[config.mk]
export PLATFORM = sky130hd
export DESIGN_NAME = interrupt_priority_event_coder
export DESIGN_NICKNAME = d
export VERILOG_FILES = /design/src/rtl/interrupt_priority_pkg.sv /design/src/rtl/interrupt_priority_event_coder.sv /design/src/rtl/source_priority_select.sv
export SDC_FILE = /design/constraint.sdc
export NUM_CORES = 1
export LEC_CHECK = 0
export BUFFER_PORTS_ARGS = -buffer_cell sky130_fd_sc_hd__buf_2
export CAP_MARGIN = 20
export CELL_PAD_IN_SITES_DETAIL_PLACEMENT = 0
export CELL_PAD_IN_SITES_GLOBAL_PLACEMENT = 1
export CORE_MARGIN = 8
export CORE_UTILIZATION = 43
export CTS_BUF_LIST = sky130_fd_sc_hd__clkbuf_4 sky130_fd_sc_hd__clkbuf_8
export CTS_CLUSTER_DIAMETER = 80
export DETAILED_ROUTE_END_ITERATION = 8
export GPL_ROUTABILITY_DRIVEN = 0
export PLACE_DENSITY = 0.9
export SYNTH_ARGS = -nofsm -noshare
export SYNTH_HDL_FRONTEND = slang
export SYNTH_SLANG_ARGS = --single-unit
[constraint.sdc]
create_clock -name clk_sys -period 52.2 [get_ports clk_sys]
set_clock_uncertainty 0.15 [all_clocks]
set_input_delay 10.44 -clock clk_sys [delete_from_list [all_inputs] [get_ports clk_sys]]
set_output_delay 10.44 -clock clk_sys [all_outputs]
set_load 0.02 [all_outputs]
[src/rtl/interrupt_priority_pkg.sv]
// Shared constants for the interrupt priority and event code block.
package interrupt_priority_pkg;

  // ---------------------------------------------------------------------------
  // Source table sizes
  // ---------------------------------------------------------------------------
  localparam int NUM_SRC = 37;
  localparam int LVL_W   = 5;
  localparam int CODE_W  = 12;
  localparam int IDX_W   = 6;

  // ---------------------------------------------------------------------------
  // Levels and pin encoding
  // ---------------------------------------------------------------------------
  localparam logic [LVL_W-1:0]  LVL_NMI      = 5'h10;
  localparam logic [3:0]        PINS_IDLE    = 4'hf;
  localparam logic [CODE_W-1:0] IRL_BASE     = 12'h200;
  localparam logic [CODE_W-1:0] IRL_STEP     = 12'h020;
  localparam logic [31:0]       HANDLER_VEC  = 32'h0000_0600;

  // ---------------------------------------------------------------------------
  // Register selects, field positions and reset values
  // ---------------------------------------------------------------------------
  localparam logic [2:0]  SEL_PRIO_A   = 3'h0;
  localparam logic [2:0]  SEL_PRIO_B   = 3'h1;
  localparam logic [2:0]  SEL_PRIO_C   = 3'h2;
  localparam logic [2:0]  SEL_PRIO_D   = 3'h3;
  localparam logic [2:0]  SEL_PRIO_EXT = 3'h4;
  localparam logic [2:0]  SEL_CONTROL  = 3'h5;
  localparam int          PIN_MODE_BIT = 7;
  localparam logic [15:0] PRIO_RST     = 16'h0000;
  localparam logic [15:0] PRIO_D_RST   = 16'hda74;
  localparam logic [15:0] PRIO_B_MASK  = 16'hfff0;

  // ---------------------------------------------------------------------------
  // Event codes, indexed in default order (index 0 ranks highest)
  // ---------------------------------------------------------------------------
  localparam logic [CODE_W-1:0] SRC_CODE [NUM_SRC] = '{
    12'h1c0, 12'h200, 12'h240, 12'h2a0, 12'h300, 12'h360,   // nmi, irl
    12'h600, 12'h620,                                       // debug, port
    12'h640, 12'h660, 12'h680, 12'h6a0,                     // dma end 0-3
    12'h780, 12'h7a0, 12'h7c0, 12'h7e0, 12'h6c0,            // dma end 4-7, err
    12'hb00, 12'hb80, 12'h400, 12'h420, 12'h440, 12'h460,   // timers
    12'h480, 12'h4a0, 12'h4c0,                              // clock unit
    12'h4e0, 12'h500, 12'h520, 12'h540,                     // serial
    12'h700, 12'h720, 12'h740, 12'h760,                     // fifo serial
    12'h560, 12'h580, 12'h5a0};                             // watchdog, refresh

endpackage

[src/rtl/interrupt_priority_event_coder.sv]
// Interrupt priority resolver and event code generator.
`timescale 1ns/10ps

module interrupt_priority_event_coder #(
  parameter bit FIXED_PIN_LEVELS = 1'b0
) (
  // Clock and reset
  input  wire logic        clk_sys,
  input  wire logic        rst_n,
  // External requests
  input  wire logic        nmiReq,
  input  wire logic [3:0]  request_pins,
  // On-chip module requests
  input  wire logic        debug_interface,
  input  wire logic        port_unit_request,
  input  wire logic [7:0]  dma_transfer_end,
  input  wire logic        dma_address_error,
  input  wire logic [4:0]  timer_underflow,
  input  wire logic        timer_input_capture,
  input  wire logic        clock_alarm,
  input  wire logic        clock_periodic,
  input  wire logic        clock_carry_up,
  input  wire logic [3:0]  serialReq,
  input  wire logic [3:0]  fifoSerialReq,
  input  wire logic        watchdog_interval,
  input  wire logic        refresh_compare_match,
  input  wire logic        refresh_counter_overflow,
  // Register access
  input  wire logic        regWrite,
  input  wire logic        regRead,
  input  wire logic [2:0]  regSelect,
  input  wire logic [15:0] regWriteData,
  output logic      [15:0] regReadData,
  // Processor core side
  input  wire logic        irqAccept,
  output logic             irqValid,
  output logic      [4:0]  irqLevel,
  output logic      [11:0] irqCode,
  output logic      [11:0] event_code_register,
  output logic      [31:0] handlerVector
);

  localparam int N = interrupt_priority_pkg::NUM_SRC;

  // ---------------------------------------------------------------------------
  // Pin synchroniser
  // ---------------------------------------------------------------------------
  logic [3:0] pinMeta;
  logic [3:0] pins;

  // The pins are asynchronous; only the second stage is used downstream.
  always_ff @(posedge clk_sys or negedge rst_n) begin
    if (!rst_n) begin
      pinMeta <= interrupt_priority_pkg::PINS_IDLE;
      pins    <= interrupt_priority_pkg::PINS_IDLE;
    end else begin
      pinMeta <= request_pins;
      pins    <= pinMeta;
    end
  end

  // ---------------------------------------------------------------------------
  // Programmed and active priority registers
  // ---------------------------------------------------------------------------
  logic [15:0] priority_reg_a;
  logic [15:0] priority_reg_b;
  logic [15:0] priority_reg_c;
  logic [15:0] priority_reg_d;
  logic [15:0] extended_priority_reg;
  logic        pin_mode_select;
  logic [15:0] actA;
  logic [15:0] actB;
  logic [15:0] actC;
  logic [15:0] actD;
  logic [15:0] actExt;

  // Software writes land here; reserved low nibble of B stays zero.
  // programmed group levels
  always_ff @(posedge clk_sys or negedge rst_n) begin
    if (!rst_n) begin
      priority_reg_a        <= interrupt_priority_pkg::PRIO_RST;
      priority_reg_b        <= interrupt_priority_pkg::PRIO_RST;
      priority_reg_c        <= interrupt_priority_pkg::PRIO_RST;
      priority_reg_d        <= interrupt_priority_pkg::PRIO_D_RST;
      extended_priority_reg <= interrupt_priority_pkg::PRIO_RST;
      pin_mode_select       <= 1'b0;
    end else if (regWrite) begin
      if (regSelect == interrupt_priority_pkg::SEL_PRIO_A) begin
        priority_reg_a <= regWriteData;
      end else if (regSelect == interrupt_priority_pkg::SEL_PRIO_B) begin
        priority_reg_b <= regWriteData & interrupt_priority_pkg::PRIO_B_MASK;
      end else if (regSelect == interrupt_priority_pkg::SEL_PRIO_C) begin
        priority_reg_c <= regWriteData;
      end else if (regSelect == interrupt_priority_pkg::SEL_PRIO_D) begin
        priority_reg_d <= regWriteData;
      end else if (regSelect == interrupt_priority_pkg::SEL_PRIO_EXT) begin
        extended_priority_reg <= regWriteData;
      end else if (regSelect == interrupt_priority_pkg::SEL_CONTROL) begin
        pin_mode_select <= regWriteData[interrupt_priority_pkg::PIN_MODE_BIT];
      end
    end
  end

  // Arbitration runs on the active copy, refreshed by a register read. Software
  // must read back after writing all the levels, so a half-written set of
  // levels never races with acceptance.
  // read applies levels
  always_ff @(posedge clk_sys or negedge rst_n) begin
    if (!rst_n) begin
      actA   <= interrupt_priority_pkg::PRIO_RST;
      actB   <= interrupt_priority_pkg::PRIO_RST;
      actC   <= interrupt_priority_pkg::PRIO_RST;
      actD   <= interrupt_priority_pkg::PRIO_D_RST;
      actExt <= interrupt_priority_pkg::PRIO_RST;
    end else if (regRead) begin
      actA   <= priority_reg_a;
      actB   <= priority_reg_b;
      actC   <= priority_reg_c;
      actD   <= FIXED_PIN_LEVELS ? interrupt_priority_pkg::PRIO_D_RST : priority_reg_d;
      actExt <= extended_priority_reg;
    end
  end

  // Read data; unused selects return zero.
  always_ff @(posedge clk_sys or negedge rst_n) begin
    if (!rst_n) begin
      regReadData <= '0;
    end else if (regRead) begin
      if (regSelect == interrupt_priority_pkg::SEL_PRIO_A) begin
        regReadData <= priority_reg_a;
      end else if (regSelect == interrupt_priority_pkg::SEL_PRIO_B) begin
        regReadData <= priority_reg_b;
      end else if (regSelect == interrupt_priority_pkg::SEL_PRIO_C) begin
        regReadData <= priority_reg_c;
      end else if (regSelect == interrupt_priority_pkg::SEL_PRIO_D) begin
        regReadData <= priority_reg_d;
      end else if (regSelect == interrupt_priority_pkg::SEL_PRIO_EXT) begin
        regReadData <= extended_priority_reg;
      end else if (regSelect == interrupt_priority_pkg::SEL_CONTROL) begin
        regReadData <= {8'h00, pin_mode_select, 7'h00};
      end else begin
        regReadData <= '0;
      end
    end
  end

  // ---------------------------------------------------------------------------
  // Source table
  // ---------------------------------------------------------------------------
  logic [N-1:0]        req;
  logic [N-1:0][4:0]   lvl;
  logic [11:0]         irlCode;

  // Encoded pin code is base plus value times step.
  // encoded pin code
  assign irlCode = interrupt_priority_pkg::IRL_BASE + {3'h0, pins, 5'h00};

  // Zero-extended 4-bit fields; a zero field masks the whole group.
  // default group order
  always_comb begin
    req[0]  = nmiReq;
    lvl[0]  = interrupt_priority_pkg::LVL_NMI;
    req[1]  = !pin_mode_select && (pins != interrupt_priority_pkg::PINS_IDLE);
    lvl[1]  = {1'b0, ~pins};
    for (int p = 0; p < 4; p++) begin
      req[2+p] = pin_mode_select && !pins[p];
      lvl[2+p] = {1'b0, actD[15-4*p -: 4]};
    end
    req[6]  = debug_interface;
    lvl[6]  = {1'b0, actC[3:0]};
    req[7]  = port_unit_request;
    lvl[7]  = {1'b0, actC[15:12]};
    for (int d = 0; d < 8; d++) begin
      req[8+d] = dma_transfer_end[d];
      lvl[8+d] = {1'b0, actC[11:8]};
    end
    req[16] = dma_address_error;
    lvl[16] = {1'b0, actC[11:8]};
    req[17] = timer_underflow[3];
    lvl[17] = {1'b0, actExt[11:8]};
    req[18] = timer_underflow[4];
    lvl[18] = {1'b0, actExt[15:12]};
    req[19] = timer_underflow[0];
    lvl[19] = {1'b0, actA[15:12]};
    req[20] = timer_underflow[1];
    lvl[20] = {1'b0, actA[11:8]};
    req[21] = timer_underflow[2];
    lvl[21] = {1'b0, actA[7:4]};
    req[22] = timer_input_capture;
    lvl[22] = {1'b0, actA[7:4]};
    req[23] = clock_alarm;
    req[24] = clock_periodic;
    req[25] = clock_carry_up;
    for (int r = 23; r < 26; r++) begin
      lvl[r] = {1'b0, actA[3:0]};
    end
    for (int s = 0; s < 4; s++) begin
      req[26+s] = serialReq[s];
      lvl[26+s] = {1'b0, actB[7:4]};
      req[30+s] = fifoSerialReq[s];
      lvl[30+s] = {1'b0, actC[7:4]};
    end
    req[34] = watchdog_interval;
    lvl[34] = {1'b0, actB[15:12]};
    req[35] = refresh_compare_match;
    req[36] = refresh_counter_overflow;
    lvl[35] = {1'b0, actB[11:8]};
    lvl[36] = {1'b0, actB[11:8]};
  end

  // ---------------------------------------------------------------------------
  // Winner selection and outputs
  // ---------------------------------------------------------------------------
  logic       found;
  logic [5:0] winIdx;
  logic [4:0] winLevel;
  logic [11:0] next_code;

  source_priority_select u_select (
    .req      (req),
    .level    (lvl),
    .found    (found),
    .winIdx   (winIdx),
    .winLevel (winLevel)
  );

  assign next_code = (winIdx == 6'd1) ? irlCode : interrupt_priority_pkg::SRC_CODE[winIdx];

  // Re-evaluated every cycle so level or request changes show one cycle later.
  // present highest request
  always_ff @(posedge clk_sys or negedge rst_n) begin
    if (!rst_n) begin
      irqValid <= 1'b0;
      irqLevel <= '0;
      irqCode  <= '0;
    end else begin
      irqValid <= found;
      irqLevel <= winLevel;
      irqCode  <= found ? next_code : 12'h000;
    end
  end

  // Acceptance latches the code; every source lands on the same handler.
  // common handler vector
  always_ff @(posedge clk_sys or negedge rst_n) begin
    if (!rst_n) begin
      event_code_register <= '0;
      handlerVector       <= '0;
    end else if (irqAccept && irqValid) begin
      event_code_register <= irqCode;
      handlerVector       <= interrupt_priority_pkg::HANDLER_VEC;
    end
  end

  // ---------------------------------------------------------------------------
  // Assertions
  // ---------------------------------------------------------------------------
  logic tieBroken;

  // Helper: an earlier unmasked request at or above the winning level.
  always_comb begin
    tieBroken = 1'b0;
    for (int k = 0; k < N; k++) begin
      if ((k < int'(winIdx)) && req[k] && (lvl[k] != 5'h00) && (lvl[k] >= winLevel)) begin
        tieBroken = 1'b1;
      end
    end
  end

  a_nmi_wins: assert property (@(posedge clk_sys) disable iff (!rst_n)
    nmiReq |=> irqValid && (irqCode == 12'h1c0) && (irqLevel == 5'h10))
    else $error("nmi not reported at level 16");

  a_encoded_top: assert property (@(posedge clk_sys) disable iff (!rst_n)
    (!nmiReq && !pin_mode_select && (pins == 4'h2) && !(|req[N-1:6]))
      |=> (irqCode == 12'h240) && (irqLevel == 5'hd))
    else $error("encoded pin value 2 mapped wrongly");

  a_indep_pin: assert property (@(posedge clk_sys) disable iff (!rst_n)
    (!nmiReq && pin_mode_select && (pins == 4'b0111) && (actD[3:0] == 4'hf))
      |=> (irqCode == 12'h360) && (irqLevel == 5'hf))
    else $error("independent pin 3 mapped wrongly");

  a_mask_zero: assert property (@(posedge clk_sys) disable iff (!rst_n)
    irqValid |-> (irqLevel != 5'h00))
    else $error("masked level presented");

  a_tie_order: assert property (@(posedge clk_sys) disable iff (!rst_n)
    found |-> !tieBroken)
    else $error("later source won over earlier equal level");

  a_code_latch: assert property (@(posedge clk_sys) disable iff (!rst_n)
    (irqAccept && irqValid) |=> (event_code_register == $past(irqCode)))
    else $error("event code not captured");

  a_vector_common: assert property (@(posedge clk_sys) disable iff (!rst_n)
    (irqAccept && irqValid) |=> (handlerVector == 32'h0000_0600))
    else $error("handler vector differs");

  a_read_apply: assert property (@(posedge clk_sys) disable iff (!rst_n)
    (regRead && !regWrite) |=> (actA == $past(priority_reg_a)) && (actC == $past(priority_reg_c)))
    else $error("read did not apply levels");

  a_idle_clear: assert property (@(posedge clk_sys) disable iff (!rst_n)
    !(|req) |=> !irqValid ##1 1'b1)
    else $error("request shown with nothing pending");

endmodule

[src/rtl/source_priority_select.sv]
// Combinational winner search over the pending interrupt sources.
`timescale 1ns/10ps

module source_priority_select (
  // Pending requests and their levels, index 0 first in default order
  input  wire logic [interrupt_priority_pkg::NUM_SRC-1:0]                                  req,
  input  wire logic [interrupt_priority_pkg::NUM_SRC-1:0][interrupt_priority_pkg::LVL_W-1:0] level,
  // Winner
  output logic                                                          found,
  output logic [interrupt_priority_pkg::IDX_W-1:0]                      winIdx,
  output logic [interrupt_priority_pkg::LVL_W-1:0]                      winLevel
);

  // ---------------------------------------------------------------------------
  // Search
  // ---------------------------------------------------------------------------
  // Only a strictly higher level replaces the holder, so equal levels keep the
  // earlier index. Level zero never wins because it starts as the holder level.
  // tie goes earlier
  always_comb begin
    found    = 1'b0;
    winIdx   = '0;
    winLevel = '0;
    for (int i = 0; i < interrupt_priority_pkg::NUM_SRC; i++) begin
      if (req[i] && (level[i] > winLevel)) begin
        found    = 1'b1;
        winIdx   = i[interrupt_priority_pkg::IDX_W-1:0];
        winLevel = level[i];
      end
    end
  end

endmodule

==> results_dict.tcl, run 1 <==
set metrics [dict create \
    post_dp_cell_area_um2 20680 \
    synthTopCellsByArea "dfrtp_1 (26%), mux2_2 (13%), ha_1 (8.7%)" \
    fin_util_pct 66.29 \
    whs_endpoint "pins[2]$_DFF_PN1_" \
    nets 2601 \
    relSlewSlack_pct 26.96 \
    core_area_um2 36350 \
    antenna_found_initial 8 \
    reg2reg_setup_slack_ps -1970 \
    synth-main-ff-cell "dfrtp_1" \
    layout-drive-gt1-share_pct 55.48 \
    wl_per_cell_um 21.02 \
    synth_fa_ha_area_share_pct 8.855 \
    rr_worst_depth 296 \
    cts_buffer_depth 2 \
    vias_per_cell 6.002 \
    critPathSlowestCell "a221o_1" \
    ys_types 113 \
    synth_cells 1808 \
    synth_seq_cells 190 \
    synth_top_family_by_area "compound AO/OA/AOI/OAI gates" \
    syn-cell-area_um2 15770 \
    yosys_warnings 0 \
    pre_cts_ws_ps -10880 \
    arrival_ps 63520 \
    postRouteAntennaNets 0 \
    fillCellCount 2560 \
    cts_hold_buf 0 \
    crit_fanout 9 \
    overflow 0 \
    path_clk_slew_ps 110 \
    finalSetupViolations 12 \
    dr.pass1.iters 6 \
    crit_path_max_incr_delay_ps 450 \
    setup_ws_ps -11060 \
    synth-compound-area-share_pct 22.56 \
    timing.critical_path.mode_cell "ha_4" \
    syn2layout_area_growth_pct 52.79 \
    cts_tree "yes" \
    wl_um 61360 \
    die_y_um 207.5 \
    r2r_start "pin_mode_select$_DFFE_PN0P_" \
    clock_sinks 190 \
    synth_seq_area_share_pct 30.36 \
    synth-edff-count 0 \
    first_iter_violations 1654 \
    fmax_mhz 15.81 \
    min_from "pinMeta[2]$_DFF_PN1_" \
    place_hpwl_um 40240 \
    reg2reg_to "irqCode[8]$_DFF_PN0_" \
    violations "setup timing" \
    fin_crit_sh_pct 121.2 \
    hold_viol 0 \
    hold_path_class "reg -> reg" \
    grt_max_degree 82 \
    root_buffer "clkbuf_8" \
    clk_latency_ps 510 \
    vias 17520 \
    path_class "in -> reg" \
    drc 0 \
    max-cap-violations 0 \
    outcome "complete, but fails checks" \
    grt_pass1_wl_um 88460 \
    slew_violations 0 \
    die_w_um 207.5 \
    syn_area_per_cell_um2 8.722 \
    synthArstFlopShare_pct 100.0 \
    cts_max_level 4 \
    rows 70 \
    grt_use_total_pct 24.66 \
    end_kind "flop" \
    layout_min_cycle_time_ps 63260 \
    numCtsBuffers 17 \
    crit_path_start_kind "primary input" \
    die_area_um2 43060 \
    hold_depth 0 \
    synth-simple-area-share_pct 16.87 \
    ios 138 \
    yosys.area.top_type "dfrtp_1" \
    synthMuxAreaShare_pct 14.53 \
    rsz0062_at_grt "true" \
    start_util_pct 43.38 \
    tns_ps -129330 \
    worst_pin_slew_ps 1087 \
    synth-xor-area-share_pct 0.4999 \
    portBuffers 97 \
    synth_top_area_share_pct 26.03 \
    cp.required_ps 52460 \
    fin_area_um2 24090 \
    grt_pass1_vias 17240 \
]
-- worst max-delay path by stage --
stage,from,endpoint,depth (start not counted)
finish,nmiReq,irqCode[8]$_DFF_PN0_,295
global route,nmiReq,irqCode[6]$_DFF_PN0_,302
CTS,nmiReq,irqCode[6]$_DFF_PN0_,298
detailed placement,nmiReq,irqCode[6]$_DFF_PN0_,297
global placement,nmiReq,irqCode[6]$_DFF_PN0_,299
floorplan,nmiReq,irqCode[6]$_DFF_PN0_,308
-- layout make-up --
class | instances | area, um^2 | area share [%]
Antenna cell | 7 | 17.52 | 0.07270
Clock buffer | 17 | 234.0 | 0.9711
Clock inverter | 15 | 181.4 | 0.7530
Timing Repair Buffer | 669 | 4923 | 20.44
Multi-Input combinational cell | 1438 | 12910 | 53.57
Tap cell | 468 | 585.6 | 2.430
Inverter | 115 | 457.9 | 1.901
Sequential cell | 190 | 4787 | 19.87
-- synthesized netlist by cell type (18+ instances only) --
master	number
o21ai_0	110
o211ai_1	23
a211oi_1	21
clkbuf_1	51
o21ai_1	24
a21o_1	23
nor3_1	35
dfstp_2	26
mux2i_1	23
dfrtp_1	164
nand2b_1	18
mux2_2	177
buf_4	44
nor2_1	164
and3_1	25
nand3_1	37
inv_1	114
a21oi_1	141
nand2_1	166
ha_1	110
-- kinds of logic after synthesis --
family / Yosys count
and+or+nand+nor: 549
AOI/OAI and AO/OA: 523
buffers and inverters: 220
muxes: 204
DFF: 190
adders and majority gates: 112
xor gates and xnor gates: 9
other: 1
-- metrics by stage --
step	hold WS, ps	cells
4_1_cts	212.4	2852
3_5_place_dp	196.8	2709
2_1_floorplan	195.2	1847
3_3_place_gp	195.9	2709
5_1_grt	213.1	2919
6_report	211.3	2919
-- what timing repair did --
action                                  CTS  global route
gates resized for setup                 209           142
buffers inserted                        111            61
endpoints found under the setup margin   12            12
pin swaps                               173           175
hold endpoints to repair                  0             0
cloned                                    1             0
-- cell usage in the layout, fill, tap and decap left out, types with 33 or more instances in the layout --
master | synthesis | layout
buf_4 | 44 | 546
dfrtp_1 | 164 | 164
mux2_2 | 177 | 136
nand2_1 | 166 | 128
nor2_1 | 164 | 127
a21oi_1 | 141 | 100
buf_2 | 3 | 94
o21ai_0 | 110 | 76
inv_1 | 114 | 71
ha_4 | 0 | 66
mux2_4 | 3 | 44
conb_1 | 1 | 40
a21oi_2 | 3 | 38
inv_2 | 0 | 33
-- metal layers --
| layer | track usage (%) | vias to the layer above | share of wire [%] |
|---|---|---|---|
| met4 | 9.638 | 2 | 4.8 |
| met2 | 42.43 | 806 | 49 |
| li1 | - | 7824 | - |
| met3 | 3.472 | 235 | 6.9 |
| met5 | 0 | - | 0.016 |
| met1 | 30.90 | 8652 | 40 |
-- critical path: cells and delay by family --
family / cells / cell delay, ps
simple gates: 94 / 12790
buf+inv: 41 / 4200
compound gates: 101 / 20040
mux: 24 / 7170
fa+ha+maj: 35 / 8750
Power of run 1 is not shown: default switching activity piles up to over one toggle a cycle in this logic, so the estimate is an artifact.
==> run 2: changes to the inputs <==
Settings changed: CORE_UTILIZATION 43 to 45, PLACE_DENSITY 0.9 to 0.91, SYNTH_HIERARCHICAL set to 1.
==> run 2 against run 1 <==
Net effect: the run still ends with setup timing left; final cell count increased by 20%; synthesized cell count rose by 16%; count of clock-buffer cells in the layout unchanged; core utilization up 1.0 points; non-clock buffer count increased by 136; first-iteration DRC count is 2.2% higher; register-to-register slack lost 1400 ps; die area grew 15%; critical path type unchanged; largest cell class unchanged.
==> results_dict.tcl, run 2 <==
set metrics [dict create \
    dr.pass1.iters 6 \
    die_area_um2 49300 \
    numCtsBuffers 17 \
    cts_hold_buf 0 \
    grt_max_degree 109 \
    wl_per_cell_um 19.79 \
    antenna_found_initial 14 \
    yosys_warnings 6 \
    r2r_start "pins[2]$_DFF_PN1_" \
    crit_path_start_kind "primary input" \
    synthTopCellsByArea "dfrtp_1 (21%), mux2_2 (10%), ha_1 (8.0%)" \
    nets 3119 \
    grt_use_total_pct 23.79 \
    start_util_pct 45.54 \
    crit_fanout 7 \
    rsz0062_at_grt "true" \
    vias_per_cell 5.827 \
    rows 75 \
    synth_seq_area_share_pct 25.06 \
    layout-drive-gt1-share_pct 53.59 \
    end_kind "flop" \
    relSlewSlack_pct 34.98 \
    violations "setup timing" \
    first_iter_violations 1691 \
    mostFrequentLayoutCells "buf_4 (668), inv_1 (163), dfrtp_1 (163), mux2_2 (158), nand2_1 (156)" \
    cts_tree "yes" \
    outcome "complete, but fails checks" \
    yosysMostFrequentCell "nand2_1" \
    root_buffer "clkbuf_8" \
    synth_common_cells "nand2_1 (186), inv_1 (181), mux2_2 (173), dfrtp_1 (164), nor2_1 (131)" \
    cp.required_ps 52470 \
    slew_violations 0 \
    synth-edff-count 0 \
    timing.critical_path.mode_cell "buf_4" \
    fmax_mhz 15.40 \
    grt_pass1_wl_um 99380 \
    worst_pin_slew_ps 975.3 \
    synth_seq_cells 190 \
    final_common_cell "buf_4" \
    syn-cell-area_um2 19100 \
    max-cap-violations 0 \
    path_clk_slew_ps 110 \
    synth_cells 2103 \
    cts_max_level 4 \
    crit_path_max_incr_delay_ps 540 \
    vias 20410 \
    postRouteAntennaNets 0 \
    post_dp_cell_area_um2 24370 \
    wl_um 69340 \
    fin_area_um2 28220 \
    ys_types 163 \
    grt_pass1_vias 20030 \
    path_class "in -> reg" \
    critPathSlowestCell "or4_4" \
    ios 138 \
    place_hpwl_um 43570 \
    die_w_um 222.0 \
    hold_path_class "reg -> reg" \
    min_from "pinMeta[0]$_DFF_PN1_" \
    fin_crit_sh_pct 124.4 \
    cts_buffer_depth 2 \
    syn2layout_area_growth_pct 47.75 \
    rr_worst_depth 297 \
    synth-main-ff-cell "dfrtp_1" \
    setup_ws_ps -12720 \
    clk_latency_ps 500 \
    core_area_um2 41950 \
    yosys.area.top_type "dfrtp_1" \
    synth_top_area_share_pct 21.48 \
    overflow 0 \
    syn_area_per_cell_um2 9.084 \
    die_y_um 222.0 \
    finalSetupViolations 13 \
    cp-startpoint "nmiReq" \
    hold_viol 0 \
    synthArstFlopShare_pct 100.0 \
    reg2reg_to "irqCode[7]$_DFF_PN0_" \
    whs_endpoint "pins[0]$_DFF_PN1_" \
    layout_min_cycle_time_ps 64920 \
    portBuffers 97 \
    arrival_ps 65190 \
    clock_sinks 190 \
    reg2reg_setup_slack_ps -3340 \
    drc 0 \
    hold_depth 0 \
]
[run 2: area by class of cell]
type / count / area, um^2
Antenna cell: 14 / 35.03
Tap cell: 539 / 674.4
Clock inverter: 15 / 187.7
Sequential cell: 190 / 4788
Timing Repair Buffer: 805 / 6023
Inverter: 182 / 693.2
Clock buffer: 17 / 234.0
Multi-Input combinational cell: 1741 / 15590
Fill cell: 2875 / 13720
[run 2: worst max-delay path by stage]
stage / depth (start not counted) / slack (ps) / to
2_1_floorplan: 265 / -3720 / irqCode[6]$_DFF_PN0_
3_5_place_dp: 293 / -12720 / irqCode[7]$_DFF_PN0_
6_report: 298 / -12720 / irqCode[7]$_DFF_PN0_
5_1_grt: 300 / -14650 / irqCode[7]$_DFF_PN0_
4_1_cts: 298 / -10360 / irqCode[7]$_DFF_PN0_
3_3_place_gp: 292 / -11220 / irqCode[7]$_DFF_PN0_
[run 2: critical path: cells and delay by family]
family | cells | cell delay [ps]
compound gates | 127 | 24090
fa+ha+maj | 38 | 10160
buf+inv | 44 | 5450
simple gates | 76 | 11230
mux | 13 | 3680
[run 2: cell families after synthesis]
logic type / synth area share [%]
multiplexers: 14.66
AO/OA/AOI/OAI: 24.01
buffers and inverters: 8.246
AND/OR/NAND/NOR: 17.48
adder cells (fa/ha/maj): 8.318
XOR/XNOR: 2.181
flip-flops: 25.06
other: 0.03931
[run 2: timing repair]
item / in CTS / in global routing
setup endpoints to repair: 13 / 13
setup buffers: 165 / 71
gates cloned: 1 / 0
pin swaps: 214 / 171
resized for setup: 156 / 176
[run 2: through the flow]
| step | cells | TNS [ps] | hold slack [ps] | setup WS (ps) | util, % |
|---|---|---|---|---|---|
| floorplan | 2226 | -40730 | 195.2 | -3715 | - |
| CTS | 3421 | -130080 | 209.2 | -10360 | 63.77 |
| global placement | 3224 | -140930 | 196.6 | -11220 | 58.07 |
| finish | 3503 | -161440 | 204.6 | -12720 | 67.29 |
| detailed placement | 3225 | -160200 | 196.8 | -12720 | 58.11 |
| global route | 3499 | -186100 | 208.5 | -14650 | 67.26 |
[run 2: per-layer routing]
metal  track usage, %  vias to the layer above  share of wire, %
met4            10.46                        2               5.0
met2            41.62                      900                50
met1            28.38                     9965                39
li1                 -                     9282                 -
met3            4.007                      262               6.1
met5                0                        -             0.019
Power of run 2 is left out for the same reason.
==> run 3: changes to the inputs <==
Settings changed: RECOVER_POWER set to 50.
==> run 3 against run 2 <==
Net effect: sequential share of layout area hardly changed; critical path type unchanged; design area is 0.21% lower; critical path depth stayed put; setup slack better by 140 ps; global-route usage stayed put; count of clock-buffer cells in the layout stayed put; die area stayed put; non-clock buffer count stayed put; final cell count hardly changed; highest routed layer unchanged; the run ends with capacitance limit, slew limit, setup timing left; critical endpoint unchanged.
==> results_dict.tcl, run 3 (synthesized netlist as in run 2, its figures left out) <==
set metrics [dict create \
    fin_crit_sh_pct 124.1 \
    setup_ws_ps -12580 \
    min_from "pinMeta[0]$_DFF_PN1_" \
    path_class "in -> reg" \
    final_common_cell "buf_4" \
    portBuffers 97 \
    rr_worst_depth 297 \
    mostFrequentLayoutCells "buf_4 (666), inv_1 (163), dfrtp_1 (163), nand2_1 (156), mux2_2 (156)" \
    root_buffer "clkbuf_8" \
    fmax_mhz 15.44 \
    cts_hold_buf 0 \
    cts_buffer_depth 2 \
    overflow 0 \
    tns_ps -159620 \
    first_iter_violations 1689 \
    reg2reg_to "irqCode[7]$_DFF_PN0_" \
    wl_um 68680 \
    layout-drive-gt1-share_pct 53.36 \
    cts_max_level 4 \
    hold_depth 0 \
    worst_pin_slew_ps 5818 \
    whs_endpoint "pins[0]$_DFF_PN1_" \
    dr.pass1.iters 6 \
    outcome "complete, but fails checks" \
    hold_path_class "reg -> reg" \
    relSlewSlack_pct -287.8 \
    grt_use_total_pct 23.79 \
    grt_pass1_vias 20030 \
    layout_min_cycle_time_ps 64780 \
    rows 75 \
    start_util_pct 45.54 \
    nets 3119 \
    r2r_start "pins[2]$_DFF_PN1_" \
    die_y_um 222.0 \
    reg2reg_setup_slack_ps -3200 \
    syn2layout_area_growth_pct 47.44 \
    critPathSlowestCell "or4_4" \
    cts_tree "yes" \
    crit_path_max_incr_delay_ps 540 \
    vias 20360 \
    slew_violations 212 \
    hold_viol 0 \
    drc 0 \
    core_area_um2 41950 \
    crit_path_start_kind "primary input" \
    place_hpwl_um 43570 \
    max-cap-violations 3 \
    grt_pass1_wl_um 99380 \
    rsz0062_at_grt "true" \
    violations "capacitance limit, slew limit, setup timing" \
    timing.critical_path.mode_cell "buf_4" \
    arrival_ps 65050 \
    end_kind "flop" \
    cp.required_ps 52460 \
    grt_max_degree 109 \
    wl_per_cell_um 19.61 \
    die_area_um2 49300 \
    postRouteAntennaNets 0 \
    die_w_um 222.0 \
    vias_per_cell 5.815 \
    ios 138 \
    crit_fanout 7 \
    antenna_found_initial 14 \
    path_clk_slew_ps 110 \
    clock_sinks 190 \
    clk_latency_ps 490 \
    finalSetupViolations 13 \
    numCtsBuffers 17 \
]
## run 3: changes by cell type in the layout (fill, tap and decap cells not counted), sizes merged
cell    before  now
buf        804  801
diode       14   13
clkbuf      18   21
## run 3: how the worst max path moves through the flow
stage / start / slack [ps] / end
floorplan: debug_interface / -3720 / irqCode[6]$_DFF_PN0_
global placement: nmiReq / -11220 / irqCode[7]$_DFF_PN0_
detailed placement: nmiReq / -12720 / irqCode[7]$_DFF_PN0_
CTS: nmiReq / -10360 / irqCode[7]$_DFF_PN0_
global route: nmiReq / -14640 / irqCode[7]$_DFF_PN0_
finish: nmiReq / -12580 / irqCode[7]$_DFF_PN0_
## run 3: what timing repair did
| action | CTS | global route |
|---|---|---|
| resized for setup | 156 | 176 |
| setup buffers | 165 | 71 |
| pin swaps | 214 | 171 |
| endpoints found under the setup margin | 13 | 13 |
| cloned | 1 | 0 |
## run 3: cell type report
cell class,instances,area [um^2]
diodes,13,32.53
clock buffers,17,234.0
clock inverters,15,187.7
fillers,2881,13780
inverters,182,693.2
multi-input cells,1741,15570
flip-flops and latches,190,4788
well taps,539,674.4
repair buffers,805,5982
## run 3: per-stage QoR
step / setup WS [ps] / std cells / hold slack [ps] / utilization (%) / cell area (um^2)
after global placement: -11220 / 3224 / 196.6 / 58.07 / 24360
after detailed placement: -12720 / 3225 / 196.8 / 58.11 / 24370
after floorplan: -3715 / 2226 / 195.2 / - / 20530
final: -12580 / 3502 / 203.3 / 67.15 / 28170
after CTS: -10360 / 3421 / 209.2 / 63.77 / 26750
after global routing: -14640 / 3499 / 208.5 / 67.13 / 28160
## run 3: critical path, delay by kind of cell
| kind | cells | cell delay, ps |
|---|---|---|
| AOI/OAI and AO/OA | 127 | 24080 |
| adders and majority gates | 38 | 10160 |
| and+or+nand+nor | 76 | 11140 |
| buffers and inverters | 44 | 5430 |
| muxes | 13 | 3670 |
## run 3: layer usage
metal  global-route usage, %  up-vias  part of all wire [%]
met2                   41.62      868                    50
met1                   28.38     9945                    39
met5                       0        -                 0.028
met3                   4.007      255                   5.9
met4                   10.46        4                   4.8
li1                        -     9291                     -
Power of run 3 is left out for the same reason.
